==> src/shared/tlic_pkg.sv <==
// constants and state types shared by the two-level interrupt controller
// assumes a single 125 MHz clock domain and a word-wide AHB-Lite register port
package tlic_pkg;
  localparam int unsigned TLIC_NSRC = 14;
  localparam int unsigned TLIC_IW = 4;
  // register byte offsets
  localparam logic [7:0] TLIC_OFS_ENABLE = 8'h00;
  localparam logic [7:0] TLIC_OFS_GLOBAL = 8'h04;
  localparam logic [7:0] TLIC_OFS_PRIO = 8'h08;
  localparam logic [7:0] TLIC_OFS_PEND = 8'h0C;
  localparam logic [7:0] TLIC_OFS_STATUS = 8'h10;
  // field positions in the status word
  localparam int unsigned TLIC_ST_INS_LO = 0;
  localparam int unsigned TLIC_ST_INS_HI = 1;
  localparam int unsigned TLIC_ST_HOLD = 2;
  localparam int unsigned TLIC_ST_REQ = 3;
  localparam int unsigned TLIC_ST_LVL = 4;
  localparam int unsigned TLIC_ST_IDX = 8;
  // values after reset
  localparam logic [13:0] TLIC_RST_ENABLE = 14'h0000;
  localparam logic [13:0] TLIC_RST_PRIO = 14'h0000;
  localparam logic [13:0] TLIC_RST_PEND = 14'h0000;
  // flags that clear themselves when the core vectors
  localparam logic [13:0] TLIC_AUTO_CLR = 14'h000F;
  // vector of source i is base plus i times step
  localparam logic [15:0] TLIC_VEC_BASE = 16'h0003;
  localparam logic [15:0] TLIC_VEC_STEP = 16'h0008;
  localparam logic [1:0] TLIC_HTRANS_NONSEQ = 2'h2;
  // per-cycle state of the top module
  typedef struct packed {
    logic [13:0] en;
    logic gen;
    logic [13:0] prio;
    logic [13:0] pend;
    logic ins_lo;
    logic ins_hi;
    logic hold;
    logic req;
    logic lvl;
    logic [3:0] idx;
    logic [15:0] vec;
    logic ap_wr;
    logic [7:0] ap_addr;
    logic [31:0] rdata;
    logic ready;
  } tlic_state_t;
endpackage

==> src/shared/tlic_arb_if.sv <==
// carrier between the controller core and its priority arbiter
// assumes both ends sit in the same clock domain; no timing inside
`timescale 1ns/1ps
`default_nettype none
interface tlic_arb_if;
  logic [13:0] cand;
  logic [13:0] prio;
  logic allow_hi;
  logic allow_lo;
  logic valid;
  logic level;
  logic [3:0] idx;
  modport ctrl (output cand, output prio, output allow_hi, output allow_lo,
    input valid, input level, input idx);
  modport arb (input cand, input prio, input allow_hi, input allow_lo,
    output valid, output level, output idx);
endinterface
`default_nettype wire

==> src/rtl/tlic_arbiter.sv <==
// two-level fixed-order priority arbiter for the interrupt controller
// assumes candidates are already gated by enables; purely combinational
`timescale 1ns/1ps
`default_nettype none
module tlic_arbiter
  import tlic_pkg::*;
(
  tlic_arb_if.arb port
);
  logic [13:0] hi_set;
  logic [13:0] lo_set;
  logic [13:0] pick;

  // high level first, then the lower index inside a level
  always_comb
  begin
    hi_set = port.cand & port.prio & {14{port.allow_hi}};
    lo_set = port.cand & ~port.prio & {14{port.allow_lo}};
    pick = (|hi_set) ? hi_set : lo_set;
    port.valid = |pick;
    port.level = |hi_set;
    port.idx = 4'h0;
    // walk down so the lowest set index wins the tie
    for (int i = TLIC_NSRC - 1; i >= 0; i--)
    begin
      if (pick[i])
      begin
        port.idx = TLIC_IW'(i);
      end
    end
  end
endmodule // tlic_arbiter
`default_nettype wire

==> src/rtl/tlic_top.sv <==
// two-level interrupt controller: pending flags, enables, arbitration,
// vector call request and nesting record for an 8-bit core.
// assumes an AHB-Lite master on one clock and a core sequencer that
// pulses instr_done, return_from_interrupt and call_ack synchronously to the clock.
//
// Functional notes
// - fourteen sources, each assignable to low or high priority
// - a source event sets its pending flag
// - enabled pending flag raises a call request with its fixed vector
// - routines end with return; core resumes the interrupted flow
// - flags set even when disabled; disabled flags never request
// - per-source enables count only while the global enable is one
// - global enable zero blocks every source
// - request seen one cycle late, so single-cycle follower may take it
// - some flags clear on vectoring; software clears the rest
// - flag still set after return requests again after one instruction
// - software writing a flag to one acts like a hardware set
// - high preempts running low; nothing preempts running high
// - one priority bit per source, reset to low
// - high level wins, fixed order breaks ties within a level
// - requests sampled and decoded every cycle
// - equal or lower requests wait for return and one instruction
// - at least one instruction runs after return before the next call
//
// The register offsets and the AHB-Lite slave port are this design's own decisions.
`timescale 1ns/1ps
`default_nettype none
module tlic_top
  import tlic_pkg::*;
(
  input wire logic core_clk_in,
  input wire logic nrst_in,
  input wire logic hsel_in,
  input wire logic [31:0] haddr_in,
  input wire logic [1:0] htrans_in,
  input wire logic hwrite_in,
  input wire logic [2:0] hsize_in,
  input wire logic [31:0] hwdata_in,
  input wire logic hready_in,
  output logic hreadyout_out,
  output logic hresp_out,
  output logic [31:0] hrdata_out,
  input wire logic [13:0] irq_src_in,
  input wire logic instr_done_in,
  input wire logic return_from_interrupt_in,
  input wire logic call_ack_in,
  output logic call_req_out,
  output logic call_level_out,
  output logic [15:0] call_vec_out
);
  logic [1:0] rst_sync;
  logic rst_n;
  tlic_state_t st;
  tlic_state_t next_st;
  logic ap_take;
  logic wr_now;
  logic [13:0] next_pend;
  logic [13:0] vec_clr;
  logic [31:0] rd_word;

  tlic_arb_if arb ();

  tlic_arbiter u_arb (
    .port(arb)
  );

  // reset released through two flops so every state flop leaves reset together
  always_ff @(posedge core_clk_in or negedge nrst_in)
  begin
    if (!nrst_in)
      rst_sync <= 2'h0;
    else
      rst_sync <= {rst_sync[0], 1'b1};
  end
  assign rst_n = rst_sync[1];

  // candidates: flag set, own enable on, and global enable on
  assign arb.cand = st.pend & st.en & {14{st.gen}};
  assign arb.prio = st.prio;
  // high may enter while only low runs; low only when idle
  assign arb.allow_hi = !st.ins_hi;
  assign arb.allow_lo = !st.ins_hi && !st.ins_lo;

  // address phase of a bus transfer is taken every cycle hsel, hready and htrans[1] are all high
  assign ap_take = hsel_in && hready_in && htrans_in[1];
  assign wr_now = st.ap_wr;

  // read mux sampled in the address phase, returned in the data phase
  always_comb
  begin
    rd_word = 32'h0000_0000;
    unique case (haddr_in[7:0])
      TLIC_OFS_ENABLE: rd_word = {18'h00000, st.en};
      TLIC_OFS_GLOBAL: rd_word = {31'h0000_0000, st.gen};
      TLIC_OFS_PRIO: rd_word = {18'h00000, st.prio};
      TLIC_OFS_PEND: rd_word = {18'h00000, st.pend};
      TLIC_OFS_STATUS:
      begin
        rd_word[TLIC_ST_INS_LO] = st.ins_lo;
        rd_word[TLIC_ST_INS_HI] = st.ins_hi;
        rd_word[TLIC_ST_HOLD] = st.hold;
        rd_word[TLIC_ST_REQ] = st.req;
        rd_word[TLIC_ST_LVL] = st.lvl;
        rd_word[TLIC_ST_IDX +: TLIC_IW] = st.idx;
      end
      default: rd_word = 32'h0000_0000; // unmapped reads as zero
    endcase
  end

  // flags cleared by the core taking the call, for self-clearing sources only
  always_comb
  begin
    vec_clr = 14'h0000;
    if (call_ack_in && st.req)
      vec_clr[st.idx] = TLIC_AUTO_CLR[st.idx];
  end

  // pending flags: software write, vector clear, then hardware set wins
  always_comb
  begin
    next_pend = st.pend;
    if (wr_now && st.ap_addr == TLIC_OFS_PEND)
      next_pend = hwdata_in[13:0];
    next_pend = (next_pend & ~vec_clr) | irq_src_in;
  end

  // next state of the whole block
  always_comb
  begin
    next_st = st;
    next_st.ready = 1'b1;
    next_st.pend = next_pend;
    // register writes land in the data phase
    if (wr_now)
    begin
      unique case (st.ap_addr)
        TLIC_OFS_ENABLE: next_st.en = hwdata_in[13:0];
        TLIC_OFS_GLOBAL: next_st.gen = hwdata_in[0];
        TLIC_OFS_PRIO: next_st.prio = hwdata_in[13:0];
        default: next_st.ap_wr = 1'b0;
      endcase
    end
    next_st.ap_wr = ap_take && hwrite_in;
    next_st.ap_addr = haddr_in[7:0];
    if (ap_take && !hwrite_in)
      next_st.rdata = rd_word;
    // nesting record: core took the call, mark its level busy
    if (call_ack_in && st.req)
    begin
      if (st.lvl)
        next_st.ins_hi = 1'b1;
      else
        next_st.ins_lo = 1'b1;
    end
    // return releases the most recent level, high first
    if (return_from_interrupt_in)
    begin
      if (st.ins_hi)
        next_st.ins_hi = 1'b0;
      else
        next_st.ins_lo = 1'b0;
    end
    // after a return one instruction must complete before a new call
    if (return_from_interrupt_in)
      next_st.hold = 1'b1;
    else if (instr_done_in)
      next_st.hold = 1'b0;
    // request decoded every cycle; the flop adds one detect cycle
    next_st.req = arb.valid && !call_ack_in && !return_from_interrupt_in
      && !(st.hold && !instr_done_in);
    next_st.lvl = arb.level;
    next_st.idx = arb.idx;
    next_st.vec = TLIC_VEC_BASE + {9'h000, arb.idx, 3'h0};
  end

  // single state register; all control clears at reset
  always_ff @(posedge core_clk_in or negedge rst_n)
  begin
    if (!rst_n)
    begin
      st <= '0;
      st.en <= TLIC_RST_ENABLE;
      st.prio <= TLIC_RST_PRIO;
      st.pend <= TLIC_RST_PEND;
    end
    else
      st <= next_st;
  end

  // outputs straight from the state flops; hresp tied to okay
  assign hreadyout_out = st.ready;
  assign hresp_out = 1'b0;
  assign hrdata_out = st.rdata;
  assign call_req_out = st.req;
  assign call_level_out = st.lvl;
  assign call_vec_out = st.vec;

  // a source pulse is held in its flag on the next edge
  chk_pend_hw_set: assert property (@(posedge core_clk_in) disable iff (!rst_n)
    (|irq_src_in) |=> ((st.pend & $past(irq_src_in)) == $past(irq_src_in)))
    else $error("source event did not set its pending flag");

  // software write of one to a flag keeps it set
  chk_pend_sw_set: assert property (@(posedge core_clk_in) disable iff (!rst_n)
    (st.ap_wr && st.ap_addr == TLIC_OFS_PEND && hwdata_in[13:0] != 14'h0000)
    |=> ((st.pend & $past(hwdata_in[13:0])) == $past(hwdata_in[13:0])))
    else $error("software-set pending flag was lost");

  // no request without an enabled flag under a global enable
  chk_req_cause: assert property (@(posedge core_clk_in) disable iff (!rst_n)
    $rose(call_req_out) |-> $past(st.gen) && ($past(st.pend & st.en) != 14'h0000))
    else $error("request raised without an enabled pending flag");

  // global enable off blocks the following request slot
  chk_global_block: assert property (@(posedge core_clk_in) disable iff (!rst_n)
    !st.gen |=> !call_req_out)
    else $error("request raised while global enable was off");

  // high routine running: nothing gets through
  chk_hi_no_preempt: assert property (@(posedge core_clk_in) disable iff (!rst_n)
    st.ins_hi |=> !call_req_out)
    else $error("request raised during a high-level routine");

  // low request waits while any routine runs
  chk_low_waits: assert property (@(posedge core_clk_in) disable iff (!rst_n)
    (st.ins_lo || st.ins_hi) |=> !(call_req_out && !call_level_out))
    else $error("low request raised during a running routine");

  // return then one instruction before the next request can show
  chk_return_from_interrupt_gap: assert property (@(posedge core_clk_in) disable iff (!rst_n)
    return_from_interrupt_in |=> !call_req_out ##1 (!call_req_out || $past(instr_done_in)))
    else $error("request raised before the instruction after return");

  // taking a high call marks the high level busy
  chk_nest_level: assert property (@(posedge core_clk_in) disable iff (!rst_n)
    (call_ack_in && call_req_out && call_level_out && !return_from_interrupt_in) |=> st.ins_hi)
    else $error("high in-service level not marked when the call was taken");

  // return while a high routine runs frees the high level
  chk_nest_release: assert property (@(posedge core_clk_in) disable iff (!rst_n)
    (return_from_interrupt_in && st.ins_hi) |=> !st.ins_hi)
    else $error("high in-service level not released by the return");

  // vector matches the winning source a cycle after the decode
  chk_vec_index: assert property (@(posedge core_clk_in) disable iff (!rst_n)
    call_req_out |-> call_vec_out == TLIC_VEC_BASE + TLIC_VEC_STEP * {12'h000, st.idx})
    else $error("vector does not match the winning source");

  // high level candidate always beats a low one
  chk_hi_first: assert property (@(posedge core_clk_in) disable iff (!rst_n)
    (!st.ins_hi && (st.pend & st.en & st.prio) != 14'h0000 && st.gen)
    |=> call_level_out)
    else $error("low level chosen over an eligible high request");

  // bus always answers ready and okay
  chk_ahb_okay: assert property (@(posedge core_clk_in) disable iff (!rst_n)
    $past(rst_n) |-> (hreadyout_out && !hresp_out))
    else $error("bus answer not ready okay");

  // a self-clearing flag drops on the edge the core takes its call
  chk_pend_auto_clr: assert property (@(posedge core_clk_in) disable iff (!rst_n)
    (call_ack_in && st.req && TLIC_AUTO_CLR[st.idx] && !irq_src_in[st.idx]
    && !(st.ap_wr && st.ap_addr == TLIC_OFS_PEND)) |=> !st.pend[$past(st.idx)])
    else $error("self-clearing flag still set after the call");

  // other flags survive the call until software clears them
  chk_pend_sticky: assert property (@(posedge core_clk_in) disable iff (!rst_n)
    (call_ack_in && st.req && st.pend[st.idx] && !TLIC_AUTO_CLR[st.idx]
    && !(st.ap_wr && st.ap_addr == TLIC_OFS_PEND)) |=> st.pend[$past(st.idx)])
    else $error("software-cleared flag dropped by the call");

  // global enable word lands in the data phase
  chk_gen_write: assert property (@(posedge core_clk_in) disable iff (!rst_n)
    (st.ap_wr && st.ap_addr == TLIC_OFS_GLOBAL) |=> (st.gen == $past(hwdata_in[0])))
    else $error("global enable write did not land");

  // per-source enable word lands in the data phase
  chk_en_write: assert property (@(posedge core_clk_in) disable iff (!rst_n)
    (st.ap_wr && st.ap_addr == TLIC_OFS_ENABLE) |=> (st.en == $past(hwdata_in[13:0])))
    else $error("source enable write did not land");

  // priority word lands in the data phase
  chk_prio_write: assert property (@(posedge core_clk_in) disable iff (!rst_n)
    (st.ap_wr && st.ap_addr == TLIC_OFS_PRIO) |=> (st.prio == $past(hwdata_in[13:0])))
    else $error("priority write did not land");

  // the cycle after the core takes a call shows no request
  chk_ack_gap: assert property (@(posedge core_clk_in) disable iff (!rst_n)
    call_ack_in |=> !call_req_out)
    else $error("request still shown right after the call was taken");

  // a flag without its own enable never reaches the core
  chk_disabled_quiet: assert property (@(posedge core_clk_in) disable iff (!rst_n)
    ((st.pend & st.en) == 14'h0000) |=> !call_req_out)
    else $error("request raised with no enabled pending flag");

  // one detect cycle: an eligible winner shows on the next edge
  chk_detect_cycle: assert property (@(posedge core_clk_in) disable iff (!rst_n)
    (arb.valid && !call_ack_in && !return_from_interrupt_in && !st.hold) |=> call_req_out)
    else $error("eligible winner not requested after one detect cycle");

  // return arms the one-instruction hold
  chk_return_from_interrupt_hold: assert property (@(posedge core_clk_in) disable iff (!rst_n)
    return_from_interrupt_in |=> st.hold)
    else $error("return did not arm the hold");

  // a finished instruction lifts the hold
  chk_hold_clear: assert property (@(posedge core_clk_in) disable iff (!rst_n)
    (st.hold && instr_done_in && !return_from_interrupt_in) |=> !st.hold)
    else $error("hold not lifted by the instruction after return");

  // taking a low call marks the low level busy
  chk_lo_mark: assert property (@(posedge core_clk_in) disable iff (!rst_n)
    (call_ack_in && call_req_out && !call_level_out && !return_from_interrupt_in) |=> st.ins_lo)
    else $error("low in-service level not marked when the call was taken");

  // return with only a low routine running frees the low level
  chk_lo_release: assert property (@(posedge core_clk_in) disable iff (!rst_n)
    (return_from_interrupt_in && !st.ins_hi && st.ins_lo) |=> !st.ins_lo)
    else $error("low in-service level not released by the return");

  // the winner index always names one of the fourteen sources
  chk_idx_range: assert property (@(posedge core_clk_in) disable iff (!rst_n)
    call_req_out |-> (st.idx < TLIC_IW'(TLIC_NSRC)))
    else $error("winner index outside the source range");

  // the level shown is the winner's own priority bit at decode time
  chk_level_bit: assert property (@(posedge core_clk_in) disable iff (!rst_n)
    call_req_out |-> (call_level_out == $past(st.prio[arb.idx])))
    else $error("request level differs from the winner priority bit");

  // read data stand until the next read address phase is taken
  chk_rdata_hold: assert property (@(posedge core_clk_in) disable iff (!rst_n)
    !(hsel_in && hready_in && htrans_in[1] && !hwrite_in) |=> $stable(hrdata_out))
    else $error("read data changed without a read");

  // leaving reset: enables, priorities, nesting and request all clear
  chk_reset_state: assert property (@(posedge core_clk_in) disable iff (!rst_n)
    $rose(rst_n) |-> (st.en == TLIC_RST_ENABLE && !st.gen && st.prio == TLIC_RST_PRIO
    && !st.ins_lo && !st.ins_hi && !st.hold && !call_req_out))
    else $error("control state not clear when reset was released");
endmodule // tlic_top
`default_nettype wire

==> config.mk <==
export PLATFORM = sky130hd
export DESIGN_NAME = tlic_top
export DESIGN_NICKNAME = d
export VERILOG_FILES = /design/src/shared/tlic_pkg.sv /design/src/shared/tlic_arb_if.sv /design/src/rtl/tlic_arbiter.sv /design/src/rtl/tlic_top.sv
export SDC_FILE = /design/constraint.sdc
export NUM_CORES = 1
export LEC_CHECK = 0
export BUFFER_PORTS_ARGS = -buffer_cell sky130_fd_sc_hd__buf_2
export CORE_MARGIN = 2
export CORE_UTILIZATION = 40
export CTS_CLUSTER_DIAMETER = 200
export DETAILED_ROUTE_END_ITERATION = 12
export HOLD_SLACK_MARGIN = 0.15
export PLACE_DENSITY = 0.68
export SYNTH_ARGS = -nofsm -noshare
export SYNTH_HDL_FRONTEND = slang
export SYNTH_SLANG_ARGS = --single-unit
export TNS_END_PERCENT = 1
==> constraint.sdc <==
create_clock -name core_clk_in -period 2.4 [get_ports core_clk_in]
set_input_delay 0.24 -clock core_clk_in [delete_from_list [all_inputs] [get_ports core_clk_in]]
set_output_delay 0.24 -clock core_clk_in [all_outputs]
set_load 0.05 [all_outputs]
; Yosys cells after proc, flatten, opt, wreduce, memory -nomap -nowiden
; Memory sizes are Yosys's and may differ from the RTL's.
; Index checks and enable logic that the tools add are counted.
[totals]
out_inout_bits = 52
mem_bits_ro = 16
elab_cells = 97
ramBits = 0
latch_bits = 0
regBits = 104
mem_count = 1
in_bits = 91
[classes]
add_sub_neg = 1
n_div = 0
n_reduce_logical = 27
mux = 32
bitwise = 11
mul = 0
shifts = 0
n_lt_le_gt_ge = 2
eq_ne = 7
[mem_list]
columns = memory, depth, width, rd, rd_ports_with_merged_regs, wr, line
row1 = (name not given), 16, 1, 1, 0, 0, tlic_top.sv:115  ; vec_clr[st.idx] = TLIC_AUTO_CLR[st.idx];
[op_table]
columns = cell, count
row1 = AND 14 bit, 8
row2 = 2-to-1 mux 4 bit, 14
row3 = 2-to-1 mux 14 bit, 3
row4 = "== test 8 x 4 -> 1 bit, second input constant", 4
row5 = NOT 14 bit, 2
row6 = OR reduction 14 bit, 2
row7 = case mux 5 bit (5 select lines), 1
row8 = "== test 8 x 3 -> 1 bit, second input constant", 2
row9 = logical NOT 8 bit, 2
row10 = case mux 4 bit (4 select lines), 1
row11 = OR 14 bit, 1
row12 = logical AND 1 bit, 12
row13 = case mux 3 bit (3 select lines), 1
row14 = "adder 2 x 7 -> 8 bit, first input constant", 1
row15 = "== test 8 x 5 -> 1 bit, second input constant", 1
row16 = 2-to-1 mux 1 bit, 8
row17 = logical NOT 1 bit, 7
row18 = case mux 2 bit (3 select lines), 1
row19 = AND reduction 2 bit, 3
row20 = "less-than comparator 4 x 5 -> 1 bit, second input constant", 1
row21 = demux 1 bit (select 4 bit), 1
row22 = ">= comparator 4 x 1 -> 1 bit, second input constant", 1
row23 = 2-to-1 mux 2 bit, 2
row24 = nonzero test 2 bit, 1

; Depth between registers and ports, before layout
[logic_depth]
word_depth = 21
mapped_depth = 8

; Cells and area by module
; A second synthesis with hierarchy kept.
[unflattened]
hier_cells = 437
area_unflattened_um2 = 4420.5
[by_module_without_submodules]
columns = module, area_per_inst_um2, cells_per_inst, n_inst
row1 = tlic_top, 3719.8, 325, 1
row2 = tlic_arbiter, 700.7, 112, 1

; Least setup slack after synthesis
; No wires, ideal clock.
[synth_timing]
kind = register to register
from = reg st[37] in the netlist's numbering
to = reg st[100] in the netlist's numbering
setup_ns = 0.128
setup_slack_ns = 0.324
required_time_ns = 2.272
synth_period_minus_slack_ns = 2.076
path_stages_with_launch = 6
arrival_ns = 1.948
path_cell_list = dfrtp_1 -> or4b_1 -> nor4_4 -> nor3b_4 -> buf_4 -> mux2_1
[synth_between]
elab_chain_len = 2
[synth_lines]
columns = element, line
row1 = from (decl), tlic_top.sv:53  ; tlic_state_t st;
row2 = from (signal assigned), tlic_top.sv:187  ; st <= next_st;
row3 = logical NOT 8 bit, --
row4 = AND reduction 2 bit (no source line), --
; Every way passes these cells.
; A chain may end at the register's enable or synchronous reset.

; Worst setup path after layout
[layout_timing]
from = in haddr_in[5]
to = reg st (netlist bit hrdata_out[3])
[layout_between]
elab_chain_len = 2
elab_cells_between_ends = 6
[layout_lines]
columns = element, line
row1 = from (decl), tlic_top.sv:34  ; input wire logic [31:0] haddr_in,
row2 = == test 8 x 5 -> 1 bit (tied with other cells), tlic_top.sv:92  ; unique case (haddr_in[7:0])
row3 = case mux 5 bit (5 select lines) (*), tlic_top.sv:92
; Every way passes the cells marked *; elsewhere a longest branch is shown, timed or not.

==> results.json <==
{
  "fmax_mhz": 430,
  "cp.arrival_ns": 2.61,
  "cts_setup_buffers": 0,
  "slew_violations": 0,
  "grt_util_all_layers": 0.197,
  "path_clk_slew_ns": 0.08,
  "dp.final_hpwl_microns": 7900,
  "synthFlopType": "dfrtp_1",
  "tightest_slew_ns": 0.508,
  "slowest_stage": "or4_1",
  "synthSimpleGateAreaFrac": 0.188,
  "p_per_area_nw_per_um2": 539,
  "grt_overflow": 0,
  "syn_area_sq_um": 4220,
  "syn_to_final_growth_pct": 22.5,
  "async_flop_share": 1.00,
  "ys_ff_latch": 78,
  "routed_via_density": 5.17,
  "fp.dieW_microns": 107,
  "yosysSeqAreaShare": 0.462,
  "synth_area_leader_cell": "dfrtp_1",
  "portBuffers": 67,
  "die_y_microns": 107,
  "numClockSinks": 78,
  "post_route_cells_drive_above_1_share": 0.264,
  "cts_made_buffers": 9,
  "yosysUniqueCellTypes": 59,
  "hp-class": "input port to flop",
  "vias": 3409,
  "antenna_cells": 0,
  "route.detailed.drc": 0,
  "syn_inst": 416,
  "path_cells": "dlygate4sd3_1, buf_2, or4_1, nor3_2, and3_2, a222oi_1, nand2_1, a22o_1",
  "synth_xor_area_frac": 0,
  "grt_pass1_wl_microns": 17300,
  "root_buffer": "clkbuf_8",
  "cp-start-kind": "input port",
  "layout.area.seq_sq_um": 1950,
  "pin_count": 143,
  "final_cells": 659,
  "ant_nets": 0,
  "fin_hold_ws_ns": 0.163,
  "core_area_sq_um": 10300,
  "yosysWarnings": 0,
  "final_core_util": 0.503,
  "grt_setup_unrepaired": "yes",
  "drtPass1Iterations": 5,
  "synth-edff-count": 0,
  "synth_mux_area_frac": 0.0993,
  "finalClockSkew_ns": 0.00859,
  "cp_max_fo": 8,
  "first_global_vias": 3389,
  "die_area_sq_um": 11400,
  "yosys.area.top_type_share": 0.462,
  "crit_required_ns": 2.69,
  "critPathCaptureType": "flop",
  "crit_type": "input port to flop",
  "period_share": 0.968,
  "yosys-top-cells-area": "dfrtp_1 (46%), buf_4 (8.9%), nand2_1 (5.9%), mux2_2 (5.1%), mux2_1 (2.7%)",
  "multi_input_area_sq_um": 1940,
  "grt_max_degree": 77,
  "antenna_found_initial": 0,
  "place_inst": 607,
  "dr.first_iter.drc_count": 129,
  "dp_slack_ns": 0.149,
  "globalplace.congestion": 0.883,
  "wl_per_cell_microns": 16.2,
  "worstSkewPairLatency_ns": 0.35,
  "fillers": 974,
  "placementRows": 37,
  "cts_tree": "done",
  "yosys-top-cells-count": "dfrtp_1 (78), nand2_1 (66), buf_4 (50), nor2_1 (22), a21oi_1 (20)",
  "worst_slack_ns": 0.0757,
  "irDropWorstVdd_mv": 0.295,
  "start_util": 0.411,
  "hold_viol": 0,
  "min_period_ns": 2.32,
  "wl_microns": 10700,
  "h-tree-depth": 3,
  "synth_compound_area_frac": 0.140,
  "drv_cap": 0,
  "yosysMostFrequentCell": "dfrtp_1",
  "p_leak_nw": 2.51,
  "synthAdderAreaFrac": 0,
  "setup-tns-final_ns": 0,
  "clk_path_buf_depth": 2,
  "setup_viol": 0,
  "maxSlewHeadroom": 0.659,
  "fin_nets": 609,
  "avgSynthCellArea_sq_um": 10.2,
  "synth_top_family_by_area": "simple AND/OR/NAND/NOR gates",
  "slowest_delay_ns": 0.55,
  "status": "finished, final reports clean"
}
==> cells by family (layout without fill, tap and decap cells) <==
group	count (synthesis)	count (layout)
flops	78	78
other cells	2	31
compound gates	80	80
buf+inv	69	147
mux	37	37
simple gates	150	150
==> placed cells by master, fill, tap and decap left out, drive strengths merged, types with 2 or more instances in the layout <==
| master | instances |
|---|---|
| buf | 88 |
| dfrtp | 78 |
| nand2 | 67 |
| dlygate4sd3 | 36 |
| conb | 31 |
| mux2 | 29 |
| nor2 | 22 |
| a21oi | 20 |
| nand3 | 14 |
| clkbuf | 14 |
| nand3b | 13 |
| o21ai | 11 |
| a22o | 9 |
| a222oi | 8 |
| inv | 7 |
| mux2i | 7 |
| and3 | 7 |
| o21bai | 5 |
| nor3 | 4 |
| nand4 | 3 |
| o22ai | 3 |
| nor4 | 3 |
| o31ai | 3 |
| a21o | 3 |
| and2 | 3 |
| nor3b | 3 |
| nand4b | 2 |
| o21a | 2 |
| nand2b | 2 |
| a22oi | 2 |
| a311oi | 2 |
| or2 | 2 |
==> flip-flops by register name, indices dropped and copies added, names as in the netlist <==
register and count:
call_req_out 1, st 43, rst_sync 2, wr_now 1
call_vec_out 2, hrdata_out 14, call_level_out 1, arb.prio 14
==> area by class of cell <==
type,instances,area share
clock buffers,14,0.0353
clock inverters,2,0.00726
multi-input cells,298,0.374
inverters,7,0.00508
well taps,136,0.0329
repair buffers,124,0.167
flip-flops and latches,78,0.378
==> metrics by stage <==
step	power, mW	cell area, sq um
CTS	2.82	5150
detailed placement	1.70	4570
floorplan	1.65	4330
global placement	1.69	4570
global route	2.90	5170
finish	2.79	5170
==> worst paths after layout <==
check / start / to / slack (ns) / cells after the start
worst min register to register: rst_sync[1]$_DFF_PN0_ / st[70]$_DFF_PN0_ / 0.31 / 1
worst max register to register: st[96]$_DFFE_PN0P_ / call_req_out$_DFF_PN0_ / 0.15 / 8
worst max-delay path: haddr_in[5] / hrdata_out[3]$_DFFE_PN0P_ / 0.08 / 8
min in group asynchronous: nrst_in / rst_sync[1]$_DFF_PN0_ / 0.19 / 2
worst min-delay path: hwdata_in[0] / arb.prio[0]$_DFFE_PN0P_ / 0.16 / 2
max in group asynchronous: rst_sync[1]$_DFF_PN0_ / arb.prio[7]$_DFFE_PN0P_ / 1.79 / 1
==> metal layers <==
layer / GRT usage / vias up / share of wire
met3: 0.0438 / 11 / 0.068
met1: 0.255 / 1663 / 0.43
met5: 0 / - / 0
li1: - / 1616 / -
met4: 0.0686 / 0 / 0.012
met2: 0.328 / 119 / 0.49
==> critical path: cells and delay by family <==
| kind | cells | cell delay, ns |
|---|---|---|
| simple gates | 4 | 1.41 |
| buf+inv | 2 | 0.66 |
| compound gates | 2 | 0.30 |
==> power breakdown <==
group	switching, mW	internal, mW
Sequential	0.0285	1.34
Clock	0.471	0.595
Combinational	0.229	0.120
Total	0.729	2.06
==> what timing repair did <==
action / CTS / global route
endpoints found under the hold margin: 49 / 0
gates resized for setup: 0 / 3
endpoints found under the setup margin: 0 / 8
hold buffers: 36 / 0
No activity file was read; power rests on OpenSTA's default activity.
